--- src/rtl/csr_pkg.sv ---
// package for the core special register group
// assumes one system clock domain; shared by all design files
package csr_pkg;

  // ==========================================================
  // special register space
  localparam logic [7:0] CSR_SPACE_LO      = 8'h80;
  localparam logic [7:0] CSR_STACK_PTR_ADR = 8'h81;
  localparam logic [7:0] CSR_PTR_LOW_ADR   = 8'h82;
  localparam logic [7:0] CSR_PTR_HIGH_ADR  = 8'h83;
  localparam logic [7:0] CSR_STATUS_ADR    = 8'hd0;
  localparam logic [7:0] CSR_ACC_ADR       = 8'he0;
  localparam logic [7:0] CSR_SECOND_ADR    = 8'hf0;
  localparam logic [2:0] CSR_BIT_ADR_LOW   = 3'h0;

  // ==========================================================
  // reset values
  localparam logic [7:0] CSR_STACK_RST = 8'h07;
  localparam logic [7:0] CSR_ZERO_RST  = 8'h00;

  // ==========================================================
  // status word field positions and the multiply overflow limit
  localparam int CSR_CARRY_BIT  = 7;
  localparam int CSR_NIBBLE_BIT = 6;
  localparam int CSR_USER_A_BIT = 5;
  localparam int CSR_BANK_HI    = 4;
  localparam int CSR_BANK_LO    = 3;
  localparam int CSR_OVF_BIT    = 2;
  localparam int CSR_USER_B_BIT = 1;
  localparam int CSR_PARITY_BIT = 0;
  localparam logic [7:0] CSR_MUL_MAX = 8'hff;

  // ==========================================================
  // arithmetic operations from the datapath
  typedef enum logic [3:0] {
    CSR_OP_NONE  = 4'h0,
    CSR_OP_ADD   = 4'h1,
    CSR_OP_ADD_WITH_CARRY_INSTR  = 4'h2,
    CSR_OP_SUBTRACT_BORROW_INSTR  = 4'h3,
    CSR_OP_MUL   = 4'h4,
    CSR_OP_DIV   = 4'h5,
    CSR_OP_OTHER = 4'h6
  } csr_op_e;

  typedef struct packed {
    logic       valid;
    csr_op_e    op;
    logic [7:0] operand;
  } csr_alu_req_s;

  typedef struct packed {
    logic       valid;
    logic       write;
    logic       bit_mode;
    logic [7:0] addr;
    logic [2:0] bit_sel;
    logic [7:0] wdata;
  } csr_bus_req_s;

endpackage

--- src/rtl/csr_alu.sv ---
// flag-producing arithmetic unit for the special register group
// assumes operands are stable while req is valid; purely combinational
`timescale 1ns/1ps
module csr_alu
  import csr_pkg::*;
(
  // operation
  input  wire csr_op_e    op,
  input  wire logic [7:0] acc,
  input  wire logic [7:0] operand,
  input  wire logic [7:0] second,
  input  wire logic       carry_in,
  // results
  output logic [7:0]      acc_res,
  output logic [7:0]      second_res,
  output logic            carry,
  output logic            nibble,
  output logic            ovf,
  output logic            ovf_touch,
  output logic            flag_touch
);

  logic [8:0]  sum9;
  logic [4:0]  sum5;
  logic [15:0] prod;
  logic        cin;

  always_comb begin
    cin        = (op == CSR_OP_ADD_WITH_CARRY_INSTR || op == CSR_OP_SUBTRACT_BORROW_INSTR) ? carry_in : 1'b0;
    sum9       = 9'h000;
    sum5       = 5'h00;
    prod       = 16'h0000;
    acc_res    = acc;
    second_res = second;
    carry      = 1'b0;
    nibble     = 1'b0;
    ovf        = 1'b0;
    ovf_touch  = 1'b0;
    flag_touch = 1'b1;
    case (op)
      CSR_OP_ADD, CSR_OP_ADD_WITH_CARRY_INSTR: begin
        sum9      = {1'b0, acc} + {1'b0, operand} + {8'h00, cin};
        sum5      = {1'b0, acc[3:0]} + {1'b0, operand[3:0]} + {4'h0, cin};
        acc_res   = sum9[7:0];
        carry     = sum9[8];
        nibble    = sum5[4];
        ovf       = (acc[7] == operand[7]) && (sum9[7] != acc[7]);
        ovf_touch = 1'b1;
      end
      CSR_OP_SUBTRACT_BORROW_INSTR: begin
        sum9      = {1'b0, acc} - {1'b0, operand} - {8'h00, cin};
        sum5      = {1'b0, acc[3:0]} - {1'b0, operand[3:0]} - {4'h0, cin};
        acc_res   = sum9[7:0];
        carry     = sum9[8];
        nibble    = sum5[4];
        ovf       = (acc[7] != operand[7]) && (sum9[7] != acc[7]);
        ovf_touch = 1'b1;
      end
      CSR_OP_MUL: begin
        prod       = {8'h00, acc} * {8'h00, second};
        acc_res    = prod[7:0];
        second_res = prod[15:8];
        ovf        = prod > {8'h00, CSR_MUL_MAX};
        ovf_touch  = 1'b1;
      end
      CSR_OP_DIV: begin
        ovf       = (second == CSR_ZERO_RST);
        ovf_touch = 1'b1;
        if (second != CSR_ZERO_RST) begin
          acc_res    = acc / second;
          second_res = acc % second;
        end
      end
      CSR_OP_OTHER: begin
        acc_res = operand;
      end
      default: begin
        flag_touch = 1'b0;
      end
    endcase
  end

endmodule // csr_alu

--- src/rtl/csr_core_regs.sv ---
// core special register group: pointers, status word, accumulator, second register
// assumes the datapath drives bus and arithmetic requests on ref_clk, never both
// to one register in the same cycle; if it does, arithmetic wins on the accumulator, second register and the status flags it touches
`timescale 1ns/1ps
module csr_core_regs
  import csr_pkg::*;
(
  // clock and reset
  input  wire logic         ref_clk,
  input  wire logic         rst,
  input  wire logic         clk_en,
  // special register bus
  input  wire csr_bus_req_s bus_req,
  output logic [7:0]        bus_rdata,
  output logic              bus_hit,
  // arithmetic requests
  input  wire csr_alu_req_s alu_req,
  // stack requests
  input  wire logic         push_req,
  input  wire logic [7:0]   push_data,
  input  wire logic         pop_req,
  output logic [7:0]        stack_wr_addr,
  output logic [7:0]        stack_wr_data,
  output logic              stack_wr_en,
  // register views
  output logic [15:0]       indirect_pointer_16,
  output logic [4:0]        bank_base,
  output logic [7:0]        acc_out,
  output logic [7:0]        second_out,
  output logic              carry_flag
);

  // ==========================================================
  // state
  logic [7:0] stack_top_pointer_r;
  logic [7:0] pointer_low_byte_r;
  logic [7:0] pointer_high_byte_r;
  logic [7:0] status_r;
  logic [7:0] accumulator_r;
  logic [7:0] second_r;
  logic       parity;
  logic [7:0] status_view;

  // ==========================================================
  // bus decode
  logic       in_space;
  logic       bit_ok;
  logic       wr;
  logic       hit_sp;
  logic       hit_lo;
  logic       hit_hi;
  logic       hit_st;
  logic       hit_ac;
  logic       hit_b;

  assign in_space = bus_req.valid && (bus_req.addr >= CSR_SPACE_LO);
  // bit access only on registers whose address ends in 0 or 8
  assign bit_ok   = !bus_req.bit_mode || (bus_req.addr[2:0] == CSR_BIT_ADR_LOW);
  assign wr       = in_space && bus_req.write && bit_ok;
  assign hit_sp   = bus_req.addr == CSR_STACK_PTR_ADR;
  assign hit_lo   = bus_req.addr == CSR_PTR_LOW_ADR;
  assign hit_hi   = bus_req.addr == CSR_PTR_HIGH_ADR;
  assign hit_st   = bus_req.addr == CSR_STATUS_ADR;
  assign hit_ac   = bus_req.addr == CSR_ACC_ADR;
  assign hit_b    = bus_req.addr == CSR_SECOND_ADR;

  // byte write or single-bit merge into the old value
  function automatic logic [7:0] merge(input logic [7:0] old_v);
    logic [7:0] v;
    v = old_v;
    if (bus_req.bit_mode) begin
      v[bus_req.bit_sel] = bus_req.wdata[0];
    end else begin
      v = bus_req.wdata;
    end
    return v;
  endfunction

  // ==========================================================
  // arithmetic unit
  logic [7:0] acc_res;
  logic [7:0] second_res;
  logic       alu_carry;
  logic       alu_nibble;
  logic       alu_ovf;
  logic       ovf_touch;
  logic       flag_touch;
  logic       alu_go;

  assign alu_go = alu_req.valid;

  csr_alu u_alu (
    .op         (alu_req.op),
    .acc        (accumulator_r),
    .operand    (alu_req.operand),
    .second     (second_r),
    .carry_in   (status_r[CSR_CARRY_BIT]),
    .acc_res    (acc_res),
    .second_res (second_res),
    .carry      (alu_carry),
    .nibble     (alu_nibble),
    .ovf        (alu_ovf),
    .ovf_touch  (ovf_touch),
    .flag_touch (flag_touch)
  );

  // ==========================================================
  // stack pointer
  logic [7:0] sp_inc;
  assign sp_inc = stack_top_pointer_r + 8'h01;

  always_ff @(posedge ref_clk or posedge rst) begin
    if (rst) begin
      stack_top_pointer_r <= CSR_STACK_RST;
    end else if (clk_en) begin
      if (push_req) begin
        stack_top_pointer_r <= sp_inc;
      end else if (pop_req) begin
        stack_top_pointer_r <= stack_top_pointer_r - 8'h01;
      end else if (wr && hit_sp) begin
        stack_top_pointer_r <= merge(stack_top_pointer_r);
      end
    end
  end

  // the push write goes to the incremented location in the same cycle
  // as the increment, so the old top is never overwritten
  always_ff @(posedge ref_clk or posedge rst) begin
    if (rst) begin
      stack_wr_en   <= 1'b0;
      stack_wr_addr <= CSR_ZERO_RST;
      stack_wr_data <= CSR_ZERO_RST;
    end else if (clk_en) begin
      stack_wr_en   <= push_req;
      if (push_req) begin
        stack_wr_addr <= sp_inc;
        stack_wr_data <= push_data;
      end
    end
  end

  // ==========================================================
  // data pointer bytes
  always_ff @(posedge ref_clk or posedge rst) begin
    if (rst) begin
      pointer_low_byte_r  <= CSR_ZERO_RST;
      pointer_high_byte_r <= CSR_ZERO_RST;
    end else if (clk_en) begin
      if (wr && hit_lo) begin
        pointer_low_byte_r <= merge(pointer_low_byte_r);
      end
      if (wr && hit_hi) begin
        pointer_high_byte_r <= merge(pointer_high_byte_r);
      end
    end
  end

  assign indirect_pointer_16 = {pointer_high_byte_r, pointer_low_byte_r};

  // ==========================================================
  // accumulator and second register
  always_ff @(posedge ref_clk or posedge rst) begin
    if (rst) begin
      accumulator_r <= CSR_ZERO_RST;
      second_r      <= CSR_ZERO_RST;
    end else if (clk_en) begin
      if (alu_go) begin
        accumulator_r <= acc_res;
        second_r      <= second_res;
      end else begin
        if (wr && hit_ac) begin
          accumulator_r <= merge(accumulator_r);
        end
        if (wr && hit_b) begin
          second_r <= merge(second_r);
        end
      end
    end
  end

  // ==========================================================
  // status word
  logic [7:0] st_nxt;

  always_comb begin
    st_nxt = status_r;
    if (wr && hit_st) begin
      st_nxt = merge(status_r);
    end
    if (alu_go && flag_touch) begin
      st_nxt[CSR_CARRY_BIT]  = alu_carry;
      st_nxt[CSR_NIBBLE_BIT] = alu_nibble;
    end
    if (alu_go && ovf_touch) begin
      st_nxt[CSR_OVF_BIT] = alu_ovf;
    end
    // stored parity bit kept at zero, the view substitutes the live value
    st_nxt[CSR_PARITY_BIT] = 1'b0;
  end

  always_ff @(posedge ref_clk or posedge rst) begin
    if (rst) begin
      status_r <= CSR_ZERO_RST;
    end else if (clk_en) begin
      status_r <= st_nxt;
    end
  end

  assign parity = ^accumulator_r;

  always_comb begin
    status_view                 = status_r;
    status_view[CSR_PARITY_BIT] = parity;
  end

  // bank base = bank number times eight
  assign bank_base = {status_r[CSR_BANK_HI:CSR_BANK_LO], 3'h0};

  // ==========================================================
  // read data, registered
  logic [7:0] rd_byte;
  logic       rd_hit;

  always_comb begin
    rd_hit  = 1'b1;
    rd_byte = CSR_ZERO_RST;
    case (bus_req.addr)
      CSR_STACK_PTR_ADR: rd_byte = stack_top_pointer_r;
      CSR_PTR_LOW_ADR:   rd_byte = pointer_low_byte_r;
      CSR_PTR_HIGH_ADR:  rd_byte = pointer_high_byte_r;
      CSR_STATUS_ADR:    rd_byte = status_view;
      CSR_ACC_ADR:       rd_byte = accumulator_r;
      CSR_SECOND_ADR:    rd_byte = second_r;
      default:           rd_hit  = 1'b0;
    endcase
    if (bus_req.bit_mode) begin
      rd_byte = {7'h00, rd_byte[bus_req.bit_sel]};
    end
  end

  always_ff @(posedge ref_clk or posedge rst) begin
    if (rst) begin
      bus_rdata <= CSR_ZERO_RST;
      bus_hit   <= 1'b0;
    end else if (clk_en) begin
      bus_hit <= in_space && bit_ok && rd_hit;
      if (in_space && !bus_req.write && bit_ok) begin
        bus_rdata <= rd_hit ? rd_byte : CSR_ZERO_RST;
      end
    end
  end

  assign acc_out    = accumulator_r;
  assign second_out = second_r;
  assign carry_flag = status_r[CSR_CARRY_BIT];

endmodule // csr_core_regs

--- config.mk ---
export PLATFORM = sky130hd
export DESIGN_NAME = csr_core_regs
export DESIGN_NICKNAME = d
export VERILOG_FILES = /design/src/rtl/csr_pkg.sv /design/src/rtl/csr_alu.sv /design/src/rtl/csr_core_regs.sv
export SDC_FILE = /design/constraint.sdc
export NUM_CORES = 1
export LEC_CHECK = 0
export BUFFER_PORTS_ARGS = -buffer_cell sky130_fd_sc_hd__buf_2
export CAP_MARGIN = 20
export CORE_UTILIZATION = 35
export CTS_CLUSTER_DIAMETER = 80
export DETAILED_ROUTE_END_ITERATION = 7
export GPL_TIMING_DRIVEN = 0
export PLACE_DENSITY = 0.5
export SLEW_MARGIN = 0
export SYNTH_ARGS = -nofsm -noshare
export SYNTH_HDL_FRONTEND = slang
export SYNTH_HIERARCHICAL = 1
export SYNTH_SLANG_ARGS = --single-unit
--- constraint.sdc ---
create_clock -name ref_clk -period 26 [get_ports ref_clk]
set_clock_uncertainty 0.2 [all_clocks]
set_input_delay 2.6 -clock ref_clk [delete_from_list [all_inputs] [get_ports ref_clk]]
set_output_delay 2.6 -clock ref_clk [all_outputs]
set_load 0.05 [all_outputs]
==> summary.txt <==
Layout
  • Multi-input gate area: 7140 um2
  • Final #Nets: 1487
  • FILL cells: ~2800
  • Antenna diode count: 0
  • Layout area overhead: 13.2%
  • Design area: 10900 um2
  • Sequential cell area: 1830 um2
  • Share of cells above drive strength 1: approximately 17%

Worst setup path
  • Crit Path Class: flop to flop
  • CP Capture Point: second_out[6]
  • Critical R2R Launch: second_out[7]
  • Worst EP arrival: 14.87 ns
  • Critical path launch point type: flop
  • CP required: 26.07 ns
  • Critical Path Sink Type: flop
  • CP max stage cell: nor4_4
  • Setup crit start: second_out[7]
  • Most used cell, CP: ha_1
  • FF-to-FF path depth: 53
  • Crit path max fanout: 10
  • FF-to-FF setup slack: about 11 ns
  • R2R Path End: second_out[6]
  • Largest stage delay, worst path: 0.65 ns

Clocking
  • H-tree depth: 3
  • Cts bufs inserted: 9
  • Clock Tree Buf Depth: 2
  • CTS tree: done
  • Post-CTS Setup Bufs: 0
  • Reg clk slew, reported paths: roughly 0.060 ns
  • CTS root buf: clkbuf_16
  • Cts hold-fix bufs: 0
  • # resized after CTS: 0
  • Clock sinks: between 70 and 80
  • Clock Latency Late Sink: 0.35 ns

GRT
  • Vias in the first global route: just over 9000
  • Grt ovf: 0
  • Gr usage total: ~24%
  • Initial antenna violation count: 0
  • Largest net degree at the start of global routing: 41
  • First-pass GRT wire length: 52.4 mm

Synthesis
  • Flops & latches, synth: 73
  • Average instance area after synthesis: between 8 and 9 um2
  • Most used flip-flop cell after synthesis: dfrtp_1
  • Top-area cell type share of the netlist area: 18.2%
  • Share of the yosys chip area belonging to registers: 19.0%
  • Synth Warn #: 6
  • Post-synth top area cell: dfrtp_1
  • Number of synthesized flops with an enable pin: 0
  • Asr flop ratio synth: 100%
  • Post-Syn Area: ~9600 um2
  • Cell count after synthesis: 1176
  • Top cells by area, synth: dfrtp_1, ha_1, fa_1
  • Library cells used by synthesis: 93

Power
  • Leakage: 0.00506 uW
  • Peak VDD IR: 89.9 uV
  • PwrDens: around 130 nW/um2

Timing
  • Slew Viols, Final: 0
  • Min Tclk post-route: roughly 15 ns
  • Slew margin rel.: 31.1%
  • Setup violators final: 0
  • TNS Setup: 0 ns
  • Final hold vios: 0
  • Max Fclk: 0.0676 GHz
  • Slew @ Worst Pin: around 1 ns
  • Period utilisation layout: 56.9%
  • RSZ-0062 raised after global routing: no

Die
  • Row count: 60
  • Core ar.: 27000 um2
  • Initial core utilization: a little over a third
  • I/O pin cnt: 112
  • Die outline height: 168 um
  • Die area: 28200 um2
  • Die X: 168 um

Hold path
  • Min-Delay Path Class: flop to flop

Detailed routing
  • Vias/cell: 5.60
  • ANT nets after route: 0
  • Drt pass-1 iters: 6
  • Wirelength per Cell: ~20 um
  • Post-route DRC: 0
  • Via count: 9201
  • Detailed Route WL: about 33 mm
  • Iter 0 DRT Violations: 664

Place
  • Post-DP Area: 10600 um2
  • PortBufs: between 100 and 150
  • Detailed placement HPWL: about 26 mm
  • Gp weighted congestion: around 0.92

Run status
  • Status: finished clean

Job
  • Max cap viols: 0
## how the worst min path moves through the flow
stage	startpoint	end	slack, ns	depth (start not counted)
2_1_floorplan	status_r[2]	status_r[2]	0.25	2
3_3_place_gp	stack_wr_addr[0]	stack_wr_addr[0]	0.26	2
3_5_place_dp	stack_wr_addr[2]	stack_wr_addr[2]	0.27	2
4_1_cts	bus_rdata[1]	bus_rdata[1]	0.29	2
5_1_grt	bus_rdata[3]	bus_rdata[3]	0.30	2
6_report	bus_rdata[1]	bus_rdata[1]	0.28	2
## routing by layer
metal	track usage, %	part of all wire, %	vias up
li1	-	-	4439
met1	32.8	45	4429
met2	39.5	46	289
met3	3.95	6.4	44
met4	6.82	2.4	0
met5	0	0	-
## cells in the mapped netlist, types with 15 or more instances
cell type / n
a31oi_1: 15
clkbuf_1: 35
mux2_2: 29
fa_1: 41
o21ai_0: 67
xor2_1: 15
a22oi_1: 17
nor2_1: 108
nor3_1: 21
o21a_1: 15
nand3_1: 34
nand2_1: 116
ha_1: 100
dfrtp_1: 70
xnor2_1: 42
a21oi_1: 68
inv_1: 103
## logic make-up (layout without fill, tap and decap cells)
logic type / after synthesis / after routing / synth area share, %
DFF: 73 / 73 / 19.0
xor gates and xnor gates: 58 / 58 / 5.41
muxes: 45 / 45 / 5.24
and+or+nand+nor: 363 / 363 / 18.2
adders and majority gates: 141 / 141 / 21.5
buffers and inverters: 165 / 289 / 7.09
other: 1 / 3 / 0.0389
AOI/OAI and AO/OA: 330 / 330 / 23.6
## cell type report
cell class | instances | area share (%)
Clock buffer | 9 | 2.06
Inverter | 106 | 3.67
Clock inverter | 6 | 0.401
Buffer | 59 | 2.62
Tap cell | 341 | 3.91
Multi-Input combinational cell | 940 | 65.4
Timing Repair Buffer | 109 | 5.20
Sequential cell | 73 | 16.8
## per-stage QoR
step           util [%]  total power, uW  instances  hold slack (ns)  setup slack (ns)
2_1_floorplan         -             1070       1178            0.246             13.93
5_1_grt            40.4             1630       1643            0.304             10.14
3_3_place_gp       39.2             1340       1623            0.263             11.38
4_1_cts            40.4             1470       1641            0.287             11.26
6_report           40.4             1470       1643            0.283             11.20
3_5_place_dp       39.4             1340       1626            0.270             11.33
## cells in the final DEF (no fill, tap or decap), types with 6 or more instances in the layout
cell type	netlist	final
ha_1	100	100
o211a_1	6	6
o21a_1	15	15
o31ai_1	6	6
and2_1	7	7
nor3_1	21	21
nand2_1	116	116
o22ai_1	7	7
dfrtp_1	70	70
buf_2	13	117
nand4_1	6	6
or3_1	11	11
nand3b_1	8	8
buf_4	5	7
o21ai_0	67	67
o2111ai_1	6	6
nor2b_1	8	8
mux2i_1	13	13
a21o_1	12	12
a22oi_1	17	17
mux2_2	29	29
inv_1	103	102
a211oi_1	7	7
a21oi_1	68	68
a222oi_1	6	6
o21ai_1	10	10
xor2_1	15	15
clkbuf_16	0	9
nand3_1	34	34
o21bai_1	13	13
o211ai_1	8	8
or2_2	7	7
fa_1	41	41
nand2b_1	9	9
clkbuf_1	35	35
a31oi_1	15	15
nor2_1	108	108
xnor2_1	42	42
## flip-flops by register name (all words and copies together), names as in the netlist
signal,cells
bus_rdata,8
bus_hit,1
pointer_high_byte_r,8
second_out,8
pointer_low_byte_r,8
stack_wr_addr,8
stack_top_pointer_r,8
acc_out,8
stack_wr_data,8
status_r,7
stack_wr_en,1
## report_power, final
group          leakage [uW]  internal [uW]  switching (uW)  total, uW
clock network      0.000132           64.5            52.3        117
logic               0.00400            485             696       1180
registers          0.000923            131            42.7        174
total               0.00506            681             791       1470
## worst max-delay path, delay by kind of cell (launching register included)
| family | cells | cell delay (ns) |
|---|---|---|
| buf+inv | 6 | 1.07 |
| fa+ha+maj | 7 | 2.06 |
| simple gates | 15 | 3.80 |
| compound gates | 22 | 5.98 |
| mux | 3 | 1.15 |
| flops | 1 | 0.48 |
(Power assumes the default switching activity.)
